`config.mk`:
```
export PLATFORM = sky130hd
export DESIGN_NAME = charger_led_converter_config
export DESIGN_NICKNAME = d
export VERILOG_FILES = /design/src/clc_pkg.sv /design/src/clc_tick.sv /design/src/clc_blink.sv /design/src/charger_led_converter_config.sv
export SDC_FILE = /design/constraint.sdc
export NUM_CORES = 1
export LEC_CHECK = 0
export ABC_AREA = 1
export BUFFER_PORTS_ARGS = -buffer_cell sky130_fd_sc_hd__buf_2
export CORE_AREA = 5 5 147 149
export CTS_CLUSTER_SIZE = 24
export DETAILED_ROUTE_END_ITERATION = 8
export DIE_AREA = 0 0 152 154
export PLACE_DENSITY = 0.53
export SLEW_MARGIN = 10
export SYNTH_ARGS = -nofsm -noshare
export SYNTH_HDL_FRONTEND = slang
export SYNTH_SLANG_ARGS = --single-unit
```
`constraint.sdc`:
```
create_clock -name clock_i -period 3.4 [get_ports clock_i]
set_input_delay 0.34 -clock clock_i [delete_from_list [all_inputs] [get_ports clock_i]]
set_output_delay 0.34 -clock clock_i [all_outputs]
set_load 0.005 [all_outputs]
```
`src/clc_pkg.sv`:
```
// Overview of operation
// - Inhibit clear: valid input above UV forces ON, no wait
// - Inhibit set: input present enables wait mode
// - Restart bit clears timers, restarts charging
// - Timer enable selects taper status source
// - Current field scales constant-current level
// - USB limit 100/500 mA, needs USB allowed
// - USB allowed clear forbids USB charging
// - Charge enable; wall input preferred
// - On-time counts 10 ms per step
// - Status period counts 100 ms per step
// - Aux period counts 100 ms per step
// - Status mode: charger, blink, off, on
// - Aux mode: off, blink, off, on
// - Forced fixed-frequency bit for both converters
// - Undervoltage select chooses lockout threshold
// - Sleep pin plus enable picks wait/low-power
// - Main setup resets 32h/33h, bit0 from strap
// - Low-power pin enable gates sleep pin
package clc_pkg;
  localparam logic [7:0] ADDR_CHARGER_SETUP   = 8'h07;
  localparam logic [7:0] ADDR_STATUS_LED_ON   = 8'h08;
  localparam logic [7:0] ADDR_STATUS_LED_PER  = 8'h09;
  localparam logic [7:0] ADDR_AUX_LED_ON      = 8'h0a;
  localparam logic [7:0] ADDR_AUX_LED_PER     = 8'h0b;
  localparam logic [7:0] ADDR_MAIN_CONV       = 8'h0c;
  localparam logic [7:0] RST_CHARGER_SETUP    = 8'h1b;
  localparam logic [7:0] RST_LED              = 8'h00;
  localparam logic [7:0] RST_MAIN_CONV        = 8'h32;
  localparam int BIT_INHIBIT    = 7;
  localparam int BIT_RESTART    = 6;
  localparam int BIT_TIMER_EN   = 5;
  localparam int BIT_CUR_MSB    = 4;
  localparam int BIT_CUR_LSB    = 3;
  localparam int BIT_USB_500    = 2;
  localparam int BIT_USB_ALLOW  = 1;
  localparam int BIT_CHG_EN     = 0;
  localparam int BIT_FORCED     = 7;
  localparam int BIT_UV_HI      = 6;
  localparam int BIT_UV_LO      = 5;
  localparam int BIT_SUPPLY_SEL = 4;
  localparam int BIT_LP_EN      = 3;
  localparam int BIT_MAIN_DIS   = 2;
  localparam int BIT_STRAP      = 0;
  localparam int BIT_MODE       = 7;
  localparam int CLK_HZ         = 20000000;
  localparam int TICK_MS        = 10;
  localparam int TICK_CYCLES    = CLK_HZ / 1000 * TICK_MS;
  localparam int PER_STEP_TICKS = 10;
endpackage

```
`src/clc_tick.sv`:
```
`timescale 1ns/10ps
module clc_tick (
  input  wire logic clock_i,
  input  wire logic nrst_i,
  output logic      tick_o
);
  localparam logic [17:0] LAST = 18'(clc_pkg::TICK_CYCLES - 1);
  logic [17:0] cnt_r;
  wire         wrap = (cnt_r == LAST);
  always_ff @(posedge clock_i or negedge nrst_i) begin
    if (!nrst_i) begin
      cnt_r  <= 18'h0;
      tick_o <= 1'b0;
    end else begin
      cnt_r  <= wrap ? 18'h0 : cnt_r + 18'h1;
      tick_o <= wrap;
    end
  end
endmodule // clc_tick

```
`src/clc_blink.sv`:
```
`timescale 1ns/10ps
module clc_blink (
  input  wire logic       clock_i,
  input  wire logic       nrst_i,
  input  wire logic       tick_i,
  input  wire logic [6:0] on_i,
  input  wire logic [6:0] per_i,
  output logic            on_o
);
  logic [10:0] pos_r;
  wire  [10:0] on_ticks  = 11'(on_i == 7'h0 ? 7'h1 : on_i);
  wire  [10:0] per_ticks = 11'((per_i == 7'h0 ? 7'h1 : per_i)
                               * clc_pkg::PER_STEP_TICKS);
  wire         at_end    = (pos_r >= per_ticks - 11'h1);
  always_ff @(posedge clock_i or negedge nrst_i) begin
    if (!nrst_i) begin
      pos_r <= 11'h0;
    end else if (tick_i) begin
      pos_r <= at_end ? 11'h0 : pos_r + 11'h1;
    end
  end
  assign on_o = (pos_r < on_ticks);
endmodule // clc_blink

```
`src/charger_led_converter_config.sv`:
```
`timescale 1ns/10ps
module charger_led_converter_config (
  input  wire logic       clock_i,
  input  wire logic       nrst_i,
  input  wire logic       wr_en_i,
  input  wire logic [7:0] addr_i,
  input  wire logic [7:0] wdata_i,
  output logic [7:0]      rdata_o,
  input  wire logic       main_voltage_strap_i,
  input  wire logic       sleep_request_pin_i,
  input  wire logic       usb_valid_i,
  input  wire logic       wall_valid_i,
  input  wire logic       above_uv_i,
  input  wire logic       taper_cmp_i,
  input  wire logic       taper_timer_i,
  input  wire logic       charger_led_req_i,
  output logic            force_on_o,
  output logic            wait_enable_o,
  output logic            charger_restart_o,
  output logic            timers_enable_o,
  output logic            charge_status_bit3_o,
  output logic [1:0]      current_scale_o,
  output logic            usb_500ma_o,
  output logic            charge_from_usb_o,
  output logic            charge_from_wall_o,
  output logic            forced_fixed_freq_o,
  output logic [1:0]      undervolt_threshold_sel_o,
  output logic            main_discharge_o,
  output logic [1:0]      main_rail_sel_o,
  output logic            wait_mode_req_o,
  output logic            low_power_req_o,
  output logic            status_led_pin_o,
  output logic            status_led_pin_oe_o,
  output logic            aux_led_pin_o,
  output logic            aux_led_pin_oe_o
);
  logic [7:0] chg_r, s_on_r, s_per_r, a_on_r, a_per_r, main_r;
  logic       strap_done_r;
  logic       restart_d_r;
  logic       tick;
  logic       s_blink, a_blink;

  wire w_chg   = wr_en_i && (addr_i == clc_pkg::ADDR_CHARGER_SETUP);
  wire w_s_on  = wr_en_i && (addr_i == clc_pkg::ADDR_STATUS_LED_ON);
  wire w_s_per = wr_en_i && (addr_i == clc_pkg::ADDR_STATUS_LED_PER);
  wire w_a_on  = wr_en_i && (addr_i == clc_pkg::ADDR_AUX_LED_ON);
  wire w_a_per = wr_en_i && (addr_i == clc_pkg::ADDR_AUX_LED_PER);
  wire w_main  = wr_en_i && (addr_i == clc_pkg::ADDR_MAIN_CONV);

  always_ff @(posedge clock_i or negedge nrst_i) begin
    if (!nrst_i) begin
      chg_r   <= clc_pkg::RST_CHARGER_SETUP;
      s_on_r  <= clc_pkg::RST_LED;
      s_per_r <= clc_pkg::RST_LED;
      a_on_r  <= clc_pkg::RST_LED;
      a_per_r <= clc_pkg::RST_LED;
    end else begin
      if (w_chg)   chg_r   <= wdata_i;
      if (w_s_on)  s_on_r  <= wdata_i;
      if (w_s_per) s_per_r <= wdata_i;
      if (w_a_on)  a_on_r  <= wdata_i;
      if (w_a_per) a_per_r <= wdata_i;
    end
  end

  // Strap caught on the first edge after release
  always_ff @(posedge clock_i or negedge nrst_i) begin
    if (!nrst_i) begin
      main_r       <= clc_pkg::RST_MAIN_CONV;
      strap_done_r <= 1'b0;
    end else begin
      strap_done_r <= 1'b1;
      if (w_main) begin
        main_r <= wdata_i;
      end else if (!strap_done_r) begin
        main_r[clc_pkg::BIT_STRAP] <= main_voltage_strap_i;
      end
    end
  end

  // Restart pulse on rising edge of restart bit
  always_ff @(posedge clock_i or negedge nrst_i) begin
    if (!nrst_i) begin
      restart_d_r <= 1'b0;
    end else begin
      restart_d_r <= chg_r[clc_pkg::BIT_RESTART];
    end
  end
  assign charger_restart_o = chg_r[clc_pkg::BIT_RESTART] && !restart_d_r;

  wire inhibit    = chg_r[clc_pkg::BIT_INHIBIT];
  wire src_valid  = usb_valid_i || wall_valid_i;
  assign force_on_o    = !inhibit && src_valid && above_uv_i;
  assign wait_enable_o = inhibit && src_valid;

  assign timers_enable_o      = chg_r[clc_pkg::BIT_TIMER_EN];
  assign charge_status_bit3_o = timers_enable_o ? taper_timer_i : taper_cmp_i;
  assign current_scale_o      = chg_r[clc_pkg::BIT_CUR_MSB:clc_pkg::BIT_CUR_LSB];

  wire chg_en    = chg_r[clc_pkg::BIT_CHG_EN];
  wire usb_allow = chg_r[clc_pkg::BIT_USB_ALLOW];
  assign usb_500ma_o        = usb_allow && chg_r[clc_pkg::BIT_USB_500];
  assign charge_from_wall_o = chg_en && wall_valid_i;
  assign charge_from_usb_o  = chg_en && usb_allow && usb_valid_i
                              && !wall_valid_i;

  assign forced_fixed_freq_o       = main_r[clc_pkg::BIT_FORCED];
  assign undervolt_threshold_sel_o = main_r[clc_pkg::BIT_UV_HI:clc_pkg::BIT_UV_LO];
  assign main_discharge_o          = main_r[clc_pkg::BIT_MAIN_DIS];
  assign main_rail_sel_o           = main_r[1:0];

  wire sleep_act = sleep_request_pin_i && main_r[clc_pkg::BIT_LP_EN];
  assign wait_mode_req_o = sleep_act && !main_r[clc_pkg::BIT_SUPPLY_SEL];
  assign low_power_req_o = sleep_act && main_r[clc_pkg::BIT_SUPPLY_SEL];

  clc_tick u_tick (
    .clock_i (clock_i),
    .nrst_i  (nrst_i),
    .tick_o  (tick)
  );

  clc_blink u_s_blink (
    .clock_i (clock_i),
    .nrst_i  (nrst_i),
    .tick_i  (tick),
    .on_i    (s_on_r[6:0]),
    .per_i   (s_per_r[6:0]),
    .on_o    (s_blink)
  );

  clc_blink u_a_blink (
    .clock_i (clock_i),
    .nrst_i  (nrst_i),
    .tick_i  (tick),
    .on_i    (a_on_r[6:0]),
    .per_i   (a_per_r[6:0]),
    .on_o    (a_blink)
  );

  wire [1:0] s_mode = {s_on_r[clc_pkg::BIT_MODE], s_per_r[clc_pkg::BIT_MODE]};
  wire [1:0] a_mode = {a_on_r[clc_pkg::BIT_MODE], a_per_r[clc_pkg::BIT_MODE]};
  wire s_drive = (s_mode == 2'h0) ? charger_led_req_i :
                 (s_mode == 2'h1) ? s_blink : (s_mode == 2'h3);
  wire a_drive = (a_mode == 2'h1) ? a_blink : (a_mode == 2'h3);

  // Open drain: pull low while enabled
  assign status_led_pin_o    = 1'b0;
  assign status_led_pin_oe_o = s_drive;
  assign aux_led_pin_o       = 1'b0;
  assign aux_led_pin_oe_o    = a_drive;

  always_comb begin
    unique case (addr_i)
      clc_pkg::ADDR_CHARGER_SETUP:  rdata_o = chg_r;
      clc_pkg::ADDR_STATUS_LED_ON:  rdata_o = s_on_r;
      clc_pkg::ADDR_STATUS_LED_PER: rdata_o = s_per_r;
      clc_pkg::ADDR_AUX_LED_ON:     rdata_o = a_on_r;
      clc_pkg::ADDR_AUX_LED_PER:    rdata_o = a_per_r;
      clc_pkg::ADDR_MAIN_CONV:      rdata_o = main_r;
      default:                      rdata_o = 8'h00;
    endcase
  end
endmodule // charger_led_converter_config

```
# == Word-level counts from Yosys, hierarchy flattened ==
# Index checks and enable logic that the tools add are counted.
# totals
reg_bits,91
input_bits,27
word_cells,78
# op_classes
add_sub_neg,5
n_mul,2
order_cmp,4
n_eq_ne,12
muxes,14
reduce_logical,28
# ops
cell,count
$mul 32x3->10 const B,2
$pmux 8 s6,1
$eq 8x4->1 const B,5
$logic_not 7->1,4
$mux 7,4
$add 11x1->11 const B,2
$ge 11x11->1,2
$lt 11x11->1,2
$mux 11,2
$sub 11x1->11 const B,2
$add 18x1->18 const B,1
$eq 18x18->1 const B,1
$logic_and 1x1->1,18
$mux 18,1
$eq 8x3->1 const B,1
$mux 1,6
$eq 2x1->1 const B,2
$eq 2x2->1 const B,2
$logic_not 1->1,4
$logic_not 2->1,1
$ne 2x1->1 const B,1
$logic_or 1x1->1,1

# == Depth between registers and ports, before layout ==
# Gate-level depths: netlist of the first run.
# logic_depth
word_depth,6
ltp_mapped,23
ltp_nobuf,23

# == Modules after synthesis ==
# From an unflattened synthesis of the first run, not the netlist that was laid out.
# unflattened
hier_cells,929
hier_area_um2,6760.2
# by_module_without_submodules
module,instances,cells_per_inst,area_each_um2
charger_led_converter_config,1,363,2825.2
clc_blink (u_s_blink),1,217,1456.4
clc_blink (u_a_blink),1,218,1452.6
clc_tick,1,131,1026.0

# == Worst setup path before layout of the first run ==
# OpenSTA, ideal clock, no wires.
# synth_timing
kind,flip-flop to flip-flop
start,reg s_per_r[3]
end,reg u_s_blink.pos_r[10]
t_arrival_ns,2.919
t_required_ns,3.328
path_slack_ns,0.409
path_stages_with_launch,20
n_path_buf,0
period_less_slack_ns,2.991
cell_sequence,dfrtp_1 > nand2_1 > inv_1 > nor2_1 > ha_1 > inv_1 > fa_1 > inv_1 > nor2_1 > nand4_1 > nor2_1 > xor2_1 > ha_1 > a21oi_1 > nor2_1 > a211oi_1 > nand3_1 > nand2_1 > inv_1 > nor2_1
# synth_between
elab_chain_len,6
# synth_lines
item,line,text
from (decl),charger_led_converter_config.sv:37,"logic [7:0] chg_r, s_on_r, s_per_r, a_on_r, a_per_r, main_r;"
from (signal assigned),charger_led_converter_config.sv:54,s_per_r <= clc_pkg::RST_LED;
from (signal assigned),charger_led_converter_config.sv:60,if (w_s_per) s_per_r <= wdata_i;
$logic_not 7->1,clc_blink.sv:12,wire [10:0] per_ticks = 11'((per_i == 7'h0 ? 7'h1 : per_i)
$mux 7 *,clc_blink.sv:12,
$mul 32x3->10 *,clc_blink.sv:13,* clc_pkg::PER_STEP_TICKS);
$sub 11x1->11 *,clc_blink.sv:14,wire at_end = (pos_r >= per_ticks - 11'h1);
$ge 11x11->1 *,clc_blink.sv:14,
$mux 11 *,clc_blink.sv:19,pos_r <= at_end ? 11'h0 : pos_r + 11'h1;
to (signal assigned),clc_blink.sv:19,
to (decl),clc_blink.sv:10,logic [10:0] pos_r;
# Every way passes the cells marked *; elsewhere a longest branch is shown, timed or not.
# A chain may end at the register's enable or synchronous reset.

# == Worst setup path after layout of the first run ==
# layout_timing
start,reg s_per_r[1]
end,reg u_s_blink.pos_r[10]
# Same word-level chain as after synthesis.

==> results of run 1 <==
-- routing by layer --
layer / wire length, µm / vias up
li1: - / 2866
met1: 8080 / 2619
met2: 7580 / 59
met3: 365 / 21
met4: 222 / 0
met5: 0 / -
-- cells in the mapped netlist, types with 2 or more instances --
master,count
nand2_1,201
inv_1,127
nor2_1,89
dfrtp_1,84
ha_1,49
o21ai_0,43
nand3_1,40
a21oi_1,38
xor2_1,26
nand4_1,25
o21ai_1,16
o21ai_2,10
nor3_1,9
buf_4,8
o22ai_1,8
xnor2_1,8
a211oi_1,7
clkbuf_1,7
dfstp_2,7
inv_2,6
nand3b_1,6
nand2_2,5
buf_6,3
nor2_4,3
nor4_1,3
buf_2,2
conb_1,2
fa_1,2
nand4_2,2
nand4_4,2
nor2_2,2
nor3_4,2
-- logic make-up (layout without fill, tap and decap cells) --
| family | Yosys count | in the layout | synth area share [%] |
|---|---|---|---|
| mux | 1 | 1 | 0.157 |
| xor+xnor | 34 | 34 | 4.68 |
| fa+ha+maj | 51 | 51 | 10.3 |
| other cells | 2 | 3 | 0.118 |
| compound gates | 125 | 125 | 11.0 |
| flops | 91 | 91 | 36.0 |
| buf+inv | 154 | 218 | 10.0 |
| simple gates | 393 | 393 | 27.8 |
-- flip-flops by register name, summed over array words and instances (netlist names) --
signal / cells
u_s_blink.pos_r: 11
restart_d_r: 1
strap_done_r: 1
u_tick.tick_o: 1
a_per_r: 8
u_tick.cnt_r: 18
chg_r: 8
s_on_r: 8
a_on_r: 8
u_a_blink.pos_r: 11
main_r: 8
s_per_r: 8
-- where the power goes --
part | internal [µW] | leakage, µW | switching [µW]
Combinational | 239 | 0.00250 | 378
Clock | 648 | 0.000157 | 451
Sequential | 1120 | 0.00115 | 33.2
-- worst max-delay path, cell delays in order, from the launching register on --
cell      delay, ns
dfrtp_1        0.42
nand2_2        0.10
inv_2          0.04
nor2_2         0.09
ha_2           0.19
inv_2          0.04
fa_2           0.55
inv_2          0.06
nor2_4         0.11
nand4_1        0.11
nor2_2         0.15
xor2_1         0.17
ha_1           0.27
a21oi_2        0.12
nor2_1         0.06
a211oi_2       0.24
nand3_2        0.16
nand2_2        0.12
clkinv_4       0.11
nor2_1         0.09
-- through the flow --
stage | instances | total power (µW)
6_report | 1186 | 2870
5_1_grt | 1186 | 3050
4_1_cts | 1177 | 2880
3_5_place_dp | 1160 | 1760
3_3_place_gp | 1160 | 1750
2_1_floorplan | 852 | 1580
-- cell type report --
class	count	share of cell area [%]
Timing Repair Buffer	68	5.12
Sequential cell	91	31.0
Clock inverter	6	1.24
Inverter	134	6.92
Clock buffer	10	3.10
Multi-Input combinational cell	607	48.0
Tap cell	270	4.58
-- how the worst max path moves through the flow --
stage,end,cells past startpoint,slack [ns],from
after CTS,u_s_blink.pos_r[4],19,0.01,s_per_r[1]
after floorplan,u_s_blink.pos_r[10],19,0.41,s_per_r[3]
after global placement,u_s_blink.pos_r[2],19,0.008,s_per_r[3]
after detailed placement,u_s_blink.pos_r[10],19,-0.09,s_per_r[3]
after global routing,u_s_blink.pos_r[3],19,-0.11,s_per_r[1]
final,u_s_blink.pos_r[10],19,0.13,s_per_r[1]
-- timing repair --
| item | in CTS | in global routing |
|---|---|---|
| gates cloned | 0 | 0 |
| pin swaps | 1 | 20 |
| hold buffers | 0 | 0 |
| buffers inserted | 1 | 9 |
| setup endpoints to repair | 10 | 22 |
| resized for setup | 3 | 35 |
==> flow_summary.yaml, run 1 <==
outcome:
  status: "finished with violations"
  violations: "hold timing"
global_routing:
  grt_pass1_vias: 5337
  overflow: 0
  top_usage_layer: "met2"
  grtUsageMet1_pct: 19.3
  grt_usage_pct: 14.0
  grtUsageMet2_pct: 23.0
  grt_max_degree: 44
  antenna_found_initial: 0
  grt_pass1_wl_um: 27000
  met3_usage_pct: 2.22
timing:
  hold_violations: 18
  slew_violations: 0
  slew_headroom_pct: 61.5
  fin_worst_skew_ns: 0.00780
  setup_tns_ns: 0
  rsz0062_at_grt: "true"
  max_freq_ghz: 0.306
  setup_viol: 0
  post-route-period-util_pct: 96.2
  holdWs_ns: -0.0143
  fin_crit_ns: 3.27
  fin_ws_ns: 0.128
  worst_slew_pin_slew_ns: 0.577
critical_path:
  start_kind: "register"
  ff2ff_setup_slack_ns: 0.13
  crit_path_end_kind: "register"
  crit_type: "register to register"
  timing.rr.end: "u_s_blink.pos_r[10]"
  reg2reg_from: "s_per_r[1]"
  worstRegToRegCells: 19
  crit_arrival_ns: 3.56
  required_ns: 3.68
  cp_max_fo: 8
floorplanning:
  io_pins: 57
  dieArea_mm2: 0.0234
  die_h_um: 154
  die_w_um: 152
  rows: 52
  start_util_pct: 31.7
  core_mm2: 0.0200
finish:
  multi_input_area_mm2: 0.00354
  layout_commonest_cell: "nand2_1"
  final_cell_mix: "nand2_1, inv_1, dfrtp_1"
  nets: 989
  drive_gt1_share_pct: 17.2
  final_area_mm2: 0.00738
  syn2layout_area_growth_pct: 16.0
  seq_area_mm2: 0.00229
  diodes: 0
  fin_util_pct: 36.8
  n_fill_cell: 2191
yosys:
  ys.flop_type: "dfrtp_1"
  avgSynthCellArea_um2: 7.47
  yosys-top-cells-area: "dfrtp_1, nand2_1, ha_1"
  synth-edff-count: 0
  synthesis.area_mm2: 0.00636
  synth_seq_cells: 91
  yosys_warnings: 0
  synth_largest_area_cell: "dfrtp_1"
  synthCells: 851
  yosysUniqueCellTypes: 41
  async_flop_share_pct: 100
  yosysSeqAreaShare_pct: 36.0
  yosysTopAreaCellShare_pct: 33.1
job:
  cap_violations: 0
clocking:
  cts_buffers: 9
  root_buffer: "clkbuf_16"
  cts_tree: "yes"
  clkLatencyLatePin_ns: 0.35
  htreeDepth: 3
  path_clk_slew_ns: 0.07
  cts.sinks: 91
  cts_buffer_depth: 2
worst_hold_path:
  min_path_type: "input port to async pin"
pwr:
  power_leakage_uw: 0.00381
  vdd_drop_max_mv: 0.170
  p_per_area_mw_per_mm2: 390
drt:
  dr.pass1.iters: 4
  drc: 0
  ant_nets: 0
  vias: 5565
  first_iter_violations: 241
  wl_per_cell_um: 13.7
  wirelength_um: 16200
  via_per_inst: 4.69
place:
  placed_area_mm2: 0.00687
  port_buffers: 54
  pre_cts_ws_ns: -0.0939
  place_congestion: 0.810
  dp_hpwl_um: 12700
No activity file was read; power rests on OpenSTA's default activity.
==> inputs of run 2 (changes only) <==
--- a/config.mk
+++ b/config.mk
@@ -7,10 +7,11 @@
 export LEC_CHECK = 0
 export ABC_AREA = 1
 export BUFFER_PORTS_ARGS = -buffer_cell sky130_fd_sc_hd__buf_2
-export CORE_AREA = 5 5 147 149
+export CORE_AREA = 8 8 150 152
 export CTS_CLUSTER_SIZE = 24
 export DETAILED_ROUTE_END_ITERATION = 8
-export DIE_AREA = 0 0 152 154
+export DIE_AREA = 0 0 158 160
+export HOLD_SLACK_MARGIN = 0.06
 export PLACE_DENSITY = 0.53
 export SLEW_MARGIN = 10
 export SYNTH_ARGS = -nofsm -noshare
==> run 2 against run 1 <==
Effect of this change: hold slack better by 0.16 ns; setup slack lost 0.057 ns; die area up 8.0%; sequential cell count unchanged; combinational power increased by 2%; critical path type unchanged; fmax decreased by 1.7%; utilization up 0.11 points; clock power decreased by 12%; clock skew grew 0.0023 ns; the run now ends clean; cell count increased by 0.17%; highest routed layer unchanged; largest cell class unchanged.
==> flow_summary.yaml, run 2 (synthesis gave the netlist of run 1 again) <==
outcome:
  status: "finished, final reports clean"
global_routing:
  grt_max_degree: 74
  overflow: 0
  antenna_found_initial: 0
  grt_pass1_vias: 5429
  grt_usage_pct: 13.7
  grt_pass1_wl_um: 27900
floorplanning:
  start_util_pct: 31.7
  dieArea_mm2: 0.0253
  rows: 52
  core_mm2: 0.0200
  io_pins: 57
  die_w_um: 158
  die_h_um: 160
critical_path:
  ff2ff_setup_slack_ns: 0.07
  critPathTopFamily: "adder cells"
  worstRegToRegCells: 20
  reg2reg_from: "s_per_r[1]"
  crit_path_end: "u_s_blink.pos_r[9]"
  crit_path_end_kind: "register"
  timing.rr.end: "u_s_blink.pos_r[9]"
  crit_cells: 20
  crit_type: "register to register"
  worst-path-buf-inv: 5
  required_ns: 3.68
  critPathMaxStageDelay_ns: 0.57
  start_kind: "register"
  worstSetupStartpoint: "s_per_r[1]"
  slowest_stage: "fa_2"
  crit_chain: "nand2_4, inv_4, nor2_2, ha_2, inv_2, fa_2, inv_4, nor2_4, nand4_1, nor2_2, xor2_1, ha_1, a21oi_2, nor2_1, a211oi_2, nand3_2, buf_6, inv_2, nand3_2, nand2_1"
  crit_arrival_ns: 3.61
  cp_max_fo: 4
clocking:
  cts.sinks: 91
  cts_buffer_depth: 2
  cts_tree: "yes"
  htreeDepth: 3
  cts_buffers: 9
  cts_hold_buf: 0
  path_clk_slew_ns: 0.07
  root_buffer: "clkbuf_16"
  clkLatencyLatePin_ns: 0.35
job:
  cap_violations: 0
timing:
  fin_ws_ns: 0.0713
  fin_crit_ns: 3.33
  post-route-period-util_pct: 97.9
  rsz0062_at_grt: "true"
  worst_slew_pin_slew_ns: 0.974
  setup_viol: 0
  slew_headroom_pct: 35.1
  max_freq_ghz: 0.300
  setup_tns_ns: 0
  fin_worst_skew_ns: 0.0101
  slew_violations: 0
  hold_violations: 0
finish:
  multi_input_area_mm2: 0.00358
  largest_reg_flops: 18
  n_fill_cell: 2208
  drive_gt1_share_pct: 18.2
  layout_commonest_cell: "nand2_1"
  diodes: 0
  seq_area_mm2: 0.00229
  final_cell_mix: "nand2_1, inv_1, nor2_1, dfrtp_1, buf_2"
  top_regs: "u_tick.cnt_r x18, u_a_blink.pos_r x11, u_s_blink.pos_r x11"
  syn2layout_area_growth_pct: 16.3
  nets: 991
  top_register: "u_tick.cnt_r"
place:
  port_buffers: 54
  dp_hpwl_um: 12900
  place_congestion: 0.813
  pre_cts_ws_ns: -0.00951
worst_hold_path:
  min_path_type: "input port to async pin"
drt:
  wirelength_um: 16700
  drc: 0
  dr.pass1.iters: 4
  via_per_inst: 4.67
  vias: 5547
  wl_per_cell_um: 14.1
  first_iter_violations: 274
  ant_nets: 0
pwr:
  power_leakage_uw: 0.00382
  p_per_area_mw_per_mm2: 373
  vdd_drop_max_mv: 0.246
==> run 2: cell count changes in the layout (fill, tap and decap cells not counted), moves of 2 or more <==
cell	before	now
clkinv_4	4	0
ha_4	1	3
ha_1	46	44
inv_4	1	4
inv_6	0	3
dfrtp_1	84	81
dfrtp_2	0	3
bufinv_16	2	0
inv_2	11	9
==> run 2: metrics by stage <==
stage | hold WS (ns) | std cells | util [%] | cell area [µm²] | power (µW)
after floorplan | 0.0444 | 852 | - | 6360 | 1580
after global placement | 0.357 | 1161 | 34.3 | 6880 | 1750
after detailed placement | 0.370 | 1161 | 34.3 | 6880 | 1760
after CTS | 0.197 | 1177 | 35.7 | 7160 | 2740
after global routing | 0.229 | 1188 | 36.9 | 7400 | 2930
final | 0.142 | 1188 | 36.9 | 7400 | 2760
==> run 2: routing by layer <==
layer | track usage [%] | wire length, µm | vias to the layer above
met3 | 2.29 | 529 | 15
met5 | 0 | 0 | -
li1 | - | - | 2867
met4 | 3.30 | 182 | 0
met1 | 18.7 | 8000 | 2597
met2 | 22.1 | 8020 | 68
==> run 2: repair_timing <==
action                                  CTS  global route
buffers inserted                          0            11
resized for setup                         1            48
endpoints found under the setup margin    8            22
pin swaps                                 0            20
==> run 2: layout make-up <==
| type | count | share of cell area (%) |
|---|---|---|
| multi-input combinational | 607 | 48.4 |
| sequential | 91 | 31.0 |
| inverter | 134 | 6.94 |
| timing repair buffer | 70 | 5.36 |
| tap | 270 | 4.57 |
| clock buffer | 12 | 3.33 |
| clock inverter | 4 | 0.457 |
==> run 2: power by group <==
part	internal, µW	switching, µW	leakage, µW
combinational	245	384	0.00253
clock	525	443	0.000134
sequential	1120	34.2	0.00115
==> run 2: worst min-delay path by stage <==
stage / endpoint / slack, ns
5_1_grt: strap_done_r / 0.23
6_report: strap_done_r / 0.14
3_3_place_gp: restart_d_r / 0.36
3_5_place_dp: restart_d_r / 0.37
2_1_floorplan: a_on_r[0] / 0.04
4_1_cts: strap_done_r / 0.20
==> inputs of run 3 (changes only) <==
--- a/config.mk
+++ b/config.mk
@@ -5,12 +5,12 @@
 export SDC_FILE = /design/constraint.sdc
 export NUM_CORES = 1
 export LEC_CHECK = 0
-export ABC_AREA = 1
+export ABC_AREA = 0
 export BUFFER_PORTS_ARGS = -buffer_cell sky130_fd_sc_hd__buf_2
-export CORE_AREA = 8 8 150 152
+export CORE_AREA = 2 2 143 145
 export CTS_CLUSTER_SIZE = 24
 export DETAILED_ROUTE_END_ITERATION = 8
-export DIE_AREA = 0 0 158 160
+export DIE_AREA = 0 0 145 147
 export HOLD_SLACK_MARGIN = 0.06
 export PLACE_DENSITY = 0.53
 export SLEW_MARGIN = 10
==> run 3 against run 2 <==
Effect of this change: the run now ends with setup timing left; total power shrank 3.9%; die area decreased by 16%; synthesized cell count shrank 27%; utilization up 1.4 points; final area up 2.8%; synthesized area down 1.8%; first-iteration DRC count shrank 34%; clock skew fell by 0.0045 ns; non-clock buffer count is 35 higher; sequential cell count unchanged; critical endpoint is now u_a_blink.pos_r[4].
==> flow_summary.yaml, run 3 <==
outcome:
  status: "finished with violations"
  violations: "setup timing"
drt:
  drc: 0
  vias: 4928
  wirelength_um: 15900
  met2WireLength_um: 8360
  via_per_inst: 5.00
  wl_per_cell_um: 16.1
  ant_nets: 0
  dr.pass1.iters: 6
  top_layer_used: "met4"
  wl_met1_um: 6890
  wl_met3_um: 365
  first_iter_violations: 182
floorplanning:
  die_h_um: 147
  core_mm2: 0.0198
  dieArea_mm2: 0.0213
  rows: 52
  die_w_um: 145
  start_util_pct: 31.5
  io_pins: 57
finish:
  syn2layout_area_growth_pct: 21.9
  nets: 788
  largest_reg_flops: 18
  fin_util_pct: 38.3
  diodes: 0
  layout_commonest_cell: "dfrtp_1"
  drive_gt1_share_pct: 33.1
  top_regs: "u_tick.cnt_r x18, u_a_blink.pos_r x11, u_s_blink.pos_r x11"
  final_cell_mix: "dfrtp_1, buf_2, buf_4"
  top_register: "u_tick.cnt_r"
clocking:
  cts_buffer_depth: 2
  root_buffer: "clkbuf_16"
  cts_tree: "yes"
  cts.sinks: 91
  cts_buffers: 9
  clkLatencyLatePin_ns: 0.35
  path_clk_slew_ns: 0.07
  htreeDepth: 3
pwr:
  p_switching_uw: 763
  p_per_area_mw_per_mm2: 348
  vdd_drop_max_mv: 0.267
  total_power_uw: 2650
  power_frac_comb_pct: 19.5
  seqPwrFrac_pct: 43.3
  internal_power_uw: 1880
  power_leakage_uw: 0.00357
  switching_share_pct: 28.8
  clkPwrFrac_pct: 37.2
critical_path:
  required_ns: 3.61
  reg2reg_from: "a_per_r[3]"
  start_kind: "register"
  crit_type: "register to register"
  worstRegToRegCells: 14
  timing.rr.end: "u_a_blink.pos_r[4]"
  ff2ff_setup_slack_ns: -0.22
  crit_path_end_kind: "register"
  crit_arrival_ns: 3.83
  cp_max_fo: 5
timing:
  slew_violations: 0
  fin_ws_ns: -0.222
  hold_violations: 0
  holdWs_ns: 0.310
  setup_viol: 11
  rsz0062_at_grt: "true"
  max_freq_ghz: 0.276
  worst_slew_pin_slew_ns: 0.730
  slew_headroom_pct: 51.3
  fin_crit_ns: 3.62
  fin_worst_skew_ns: 0.00560
  post-route-period-util_pct: 107
  setup_tns_ns: -2.08
global_routing:
  grt_pass1_wl_um: 25700
  grt_max_degree: 46
  grt_pass1_vias: 4949
  overflow: 0
  grt_usage_pct: 14.9
  antenna_found_initial: 0
worst_hold_path:
  min_to: "main_r[0]"
  hp-start: "main_voltage_strap_i"
  min_path_type: "input port to register"
  holdPathStages: 3
yosys:
  synth-edff-count: 0
  synth_seq_cells: 91
  synth_commonest_cells: "dfrtp_1, ha_1, mux2_2"
  yosysSeqAreaShare_pct: 36.6
  avgSynthCellArea_um2: 10.0
  async_flop_share_pct: 100
  ys.flop_type: "dfrtp_1"
  yosysUniqueCellTypes: 72
  synth_largest_area_cell: "dfrtp_1"
  yosysMostFrequentCell: "dfrtp_1"
  synthCells: 624
  yosys_warnings: 0
  yosys-top-cells-area: "dfrtp_1, ha_1, mux2_2"
  yosysTopAreaCellShare_pct: 33.7
  synthesis.area_mm2: 0.00624
job:
  cap_violations: 0
place:
  place_congestion: 0.821
  dp_hpwl_um: 12100
  port_buffers: 54
  pre_cts_ws_ns: -0.187
[run 3: area by class of cell]
| type | instances | area (µm²) |
|---|---|---|
| clock inverter | 6 | 50.0 |
| fill | 1971 | 12200 |
| tap | 270 | 338 |
| timing repair buffer | 105 | 662 |
| multi-input combinational | 469 | 3900 |
| clock buffer | 10 | 239 |
| inverter | 34 | 128 |
| sequential | 91 | 2290 |
[run 3: through the flow]
stage,std cells,instance area (µm²)
final,985,7610
after global placement,955,7050
after detailed placement,955,7050
after CTS,978,7420
after global routing,985,7610
after floorplan,625,6340
[run 3: critical path, cell delays in order (launching register included)]
cell       delay [ns]
dfrtp_2          0.45
xor2_1           0.22
ha_2             0.22
inv_2            0.04
fa_2             0.53
nor2b_4          0.18
o2111ai_4        0.11
or4b_1           0.50
o211a_1          0.16
ha_4             0.29
nand3_4          0.06
o41a_1           0.35
buf_4            0.17
o211ai_1         0.08
o221ai_1         0.13
[run 3: power groups by stage]
stage | logic (µW) | registers, µW | clock network, µW
2_1_floorplan | 308 | 1160 | 0
3_3_place_gp | 463 | 1160 | 0
6_report | 517 | 1150 | 985
5_1_grt | 571 | 1150 | 1050
3_5_place_dp | 473 | 1170 | 0
4_1_cts | 488 | 1150 | 1000
[run 3: kinds of logic after synthesis]
logic type,count (synthesis),share of synthesized area [%]
other,2,0.120
xor gates and xnor gates,52,7.74
AOI/OAI and AO/OA,117,12.4
muxes,60,10.6
and+or+nand+nor,184,17.0
DFF,91,36.6
adders and majority gates,51,10.5
buffers and inverters,67,4.99
[run 3: repair_timing]
action | in CTS | in global routing
resized for setup | 6 | 29
setup buffers | 5 | 6
cloned | 1 | 1
hold endpoints to repair | 42 | 0
pin swaps | 1 | 16
setup endpoints to repair | 22 | 22
hold buffers | 1 | 0
[run 3: per-layer routing]
| metal | track usage [%] | up-vias |
|---|---|---|
| met5 | 0 | - |
| met4 | 4.26 | 0 |
| met3 | 2.33 | 17 |
| met2 | 27.4 | 65 |
| met1 | 18.1 | 2439 |
| li1 | - | 2407 |
[run 3: worst max-delay path by stage]
stage                from  cells past startpoint                  end  slack, ns
6_report       a_per_r[3]                     14   u_a_blink.pos_r[4]      -0.22
5_1_grt        a_per_r[3]                     14   u_a_blink.pos_r[2]      -0.36
4_1_cts        a_per_r[3]                     14  u_a_blink.pos_r[10]      -0.09
3_5_place_dp   a_per_r[3]                     15   u_a_blink.pos_r[8]      -0.19
3_3_place_gp   a_per_r[3]                     15   u_a_blink.pos_r[4]      -0.09
2_1_floorplan  a_per_r[3]                     14   u_a_blink.pos_r[2]      -0.03
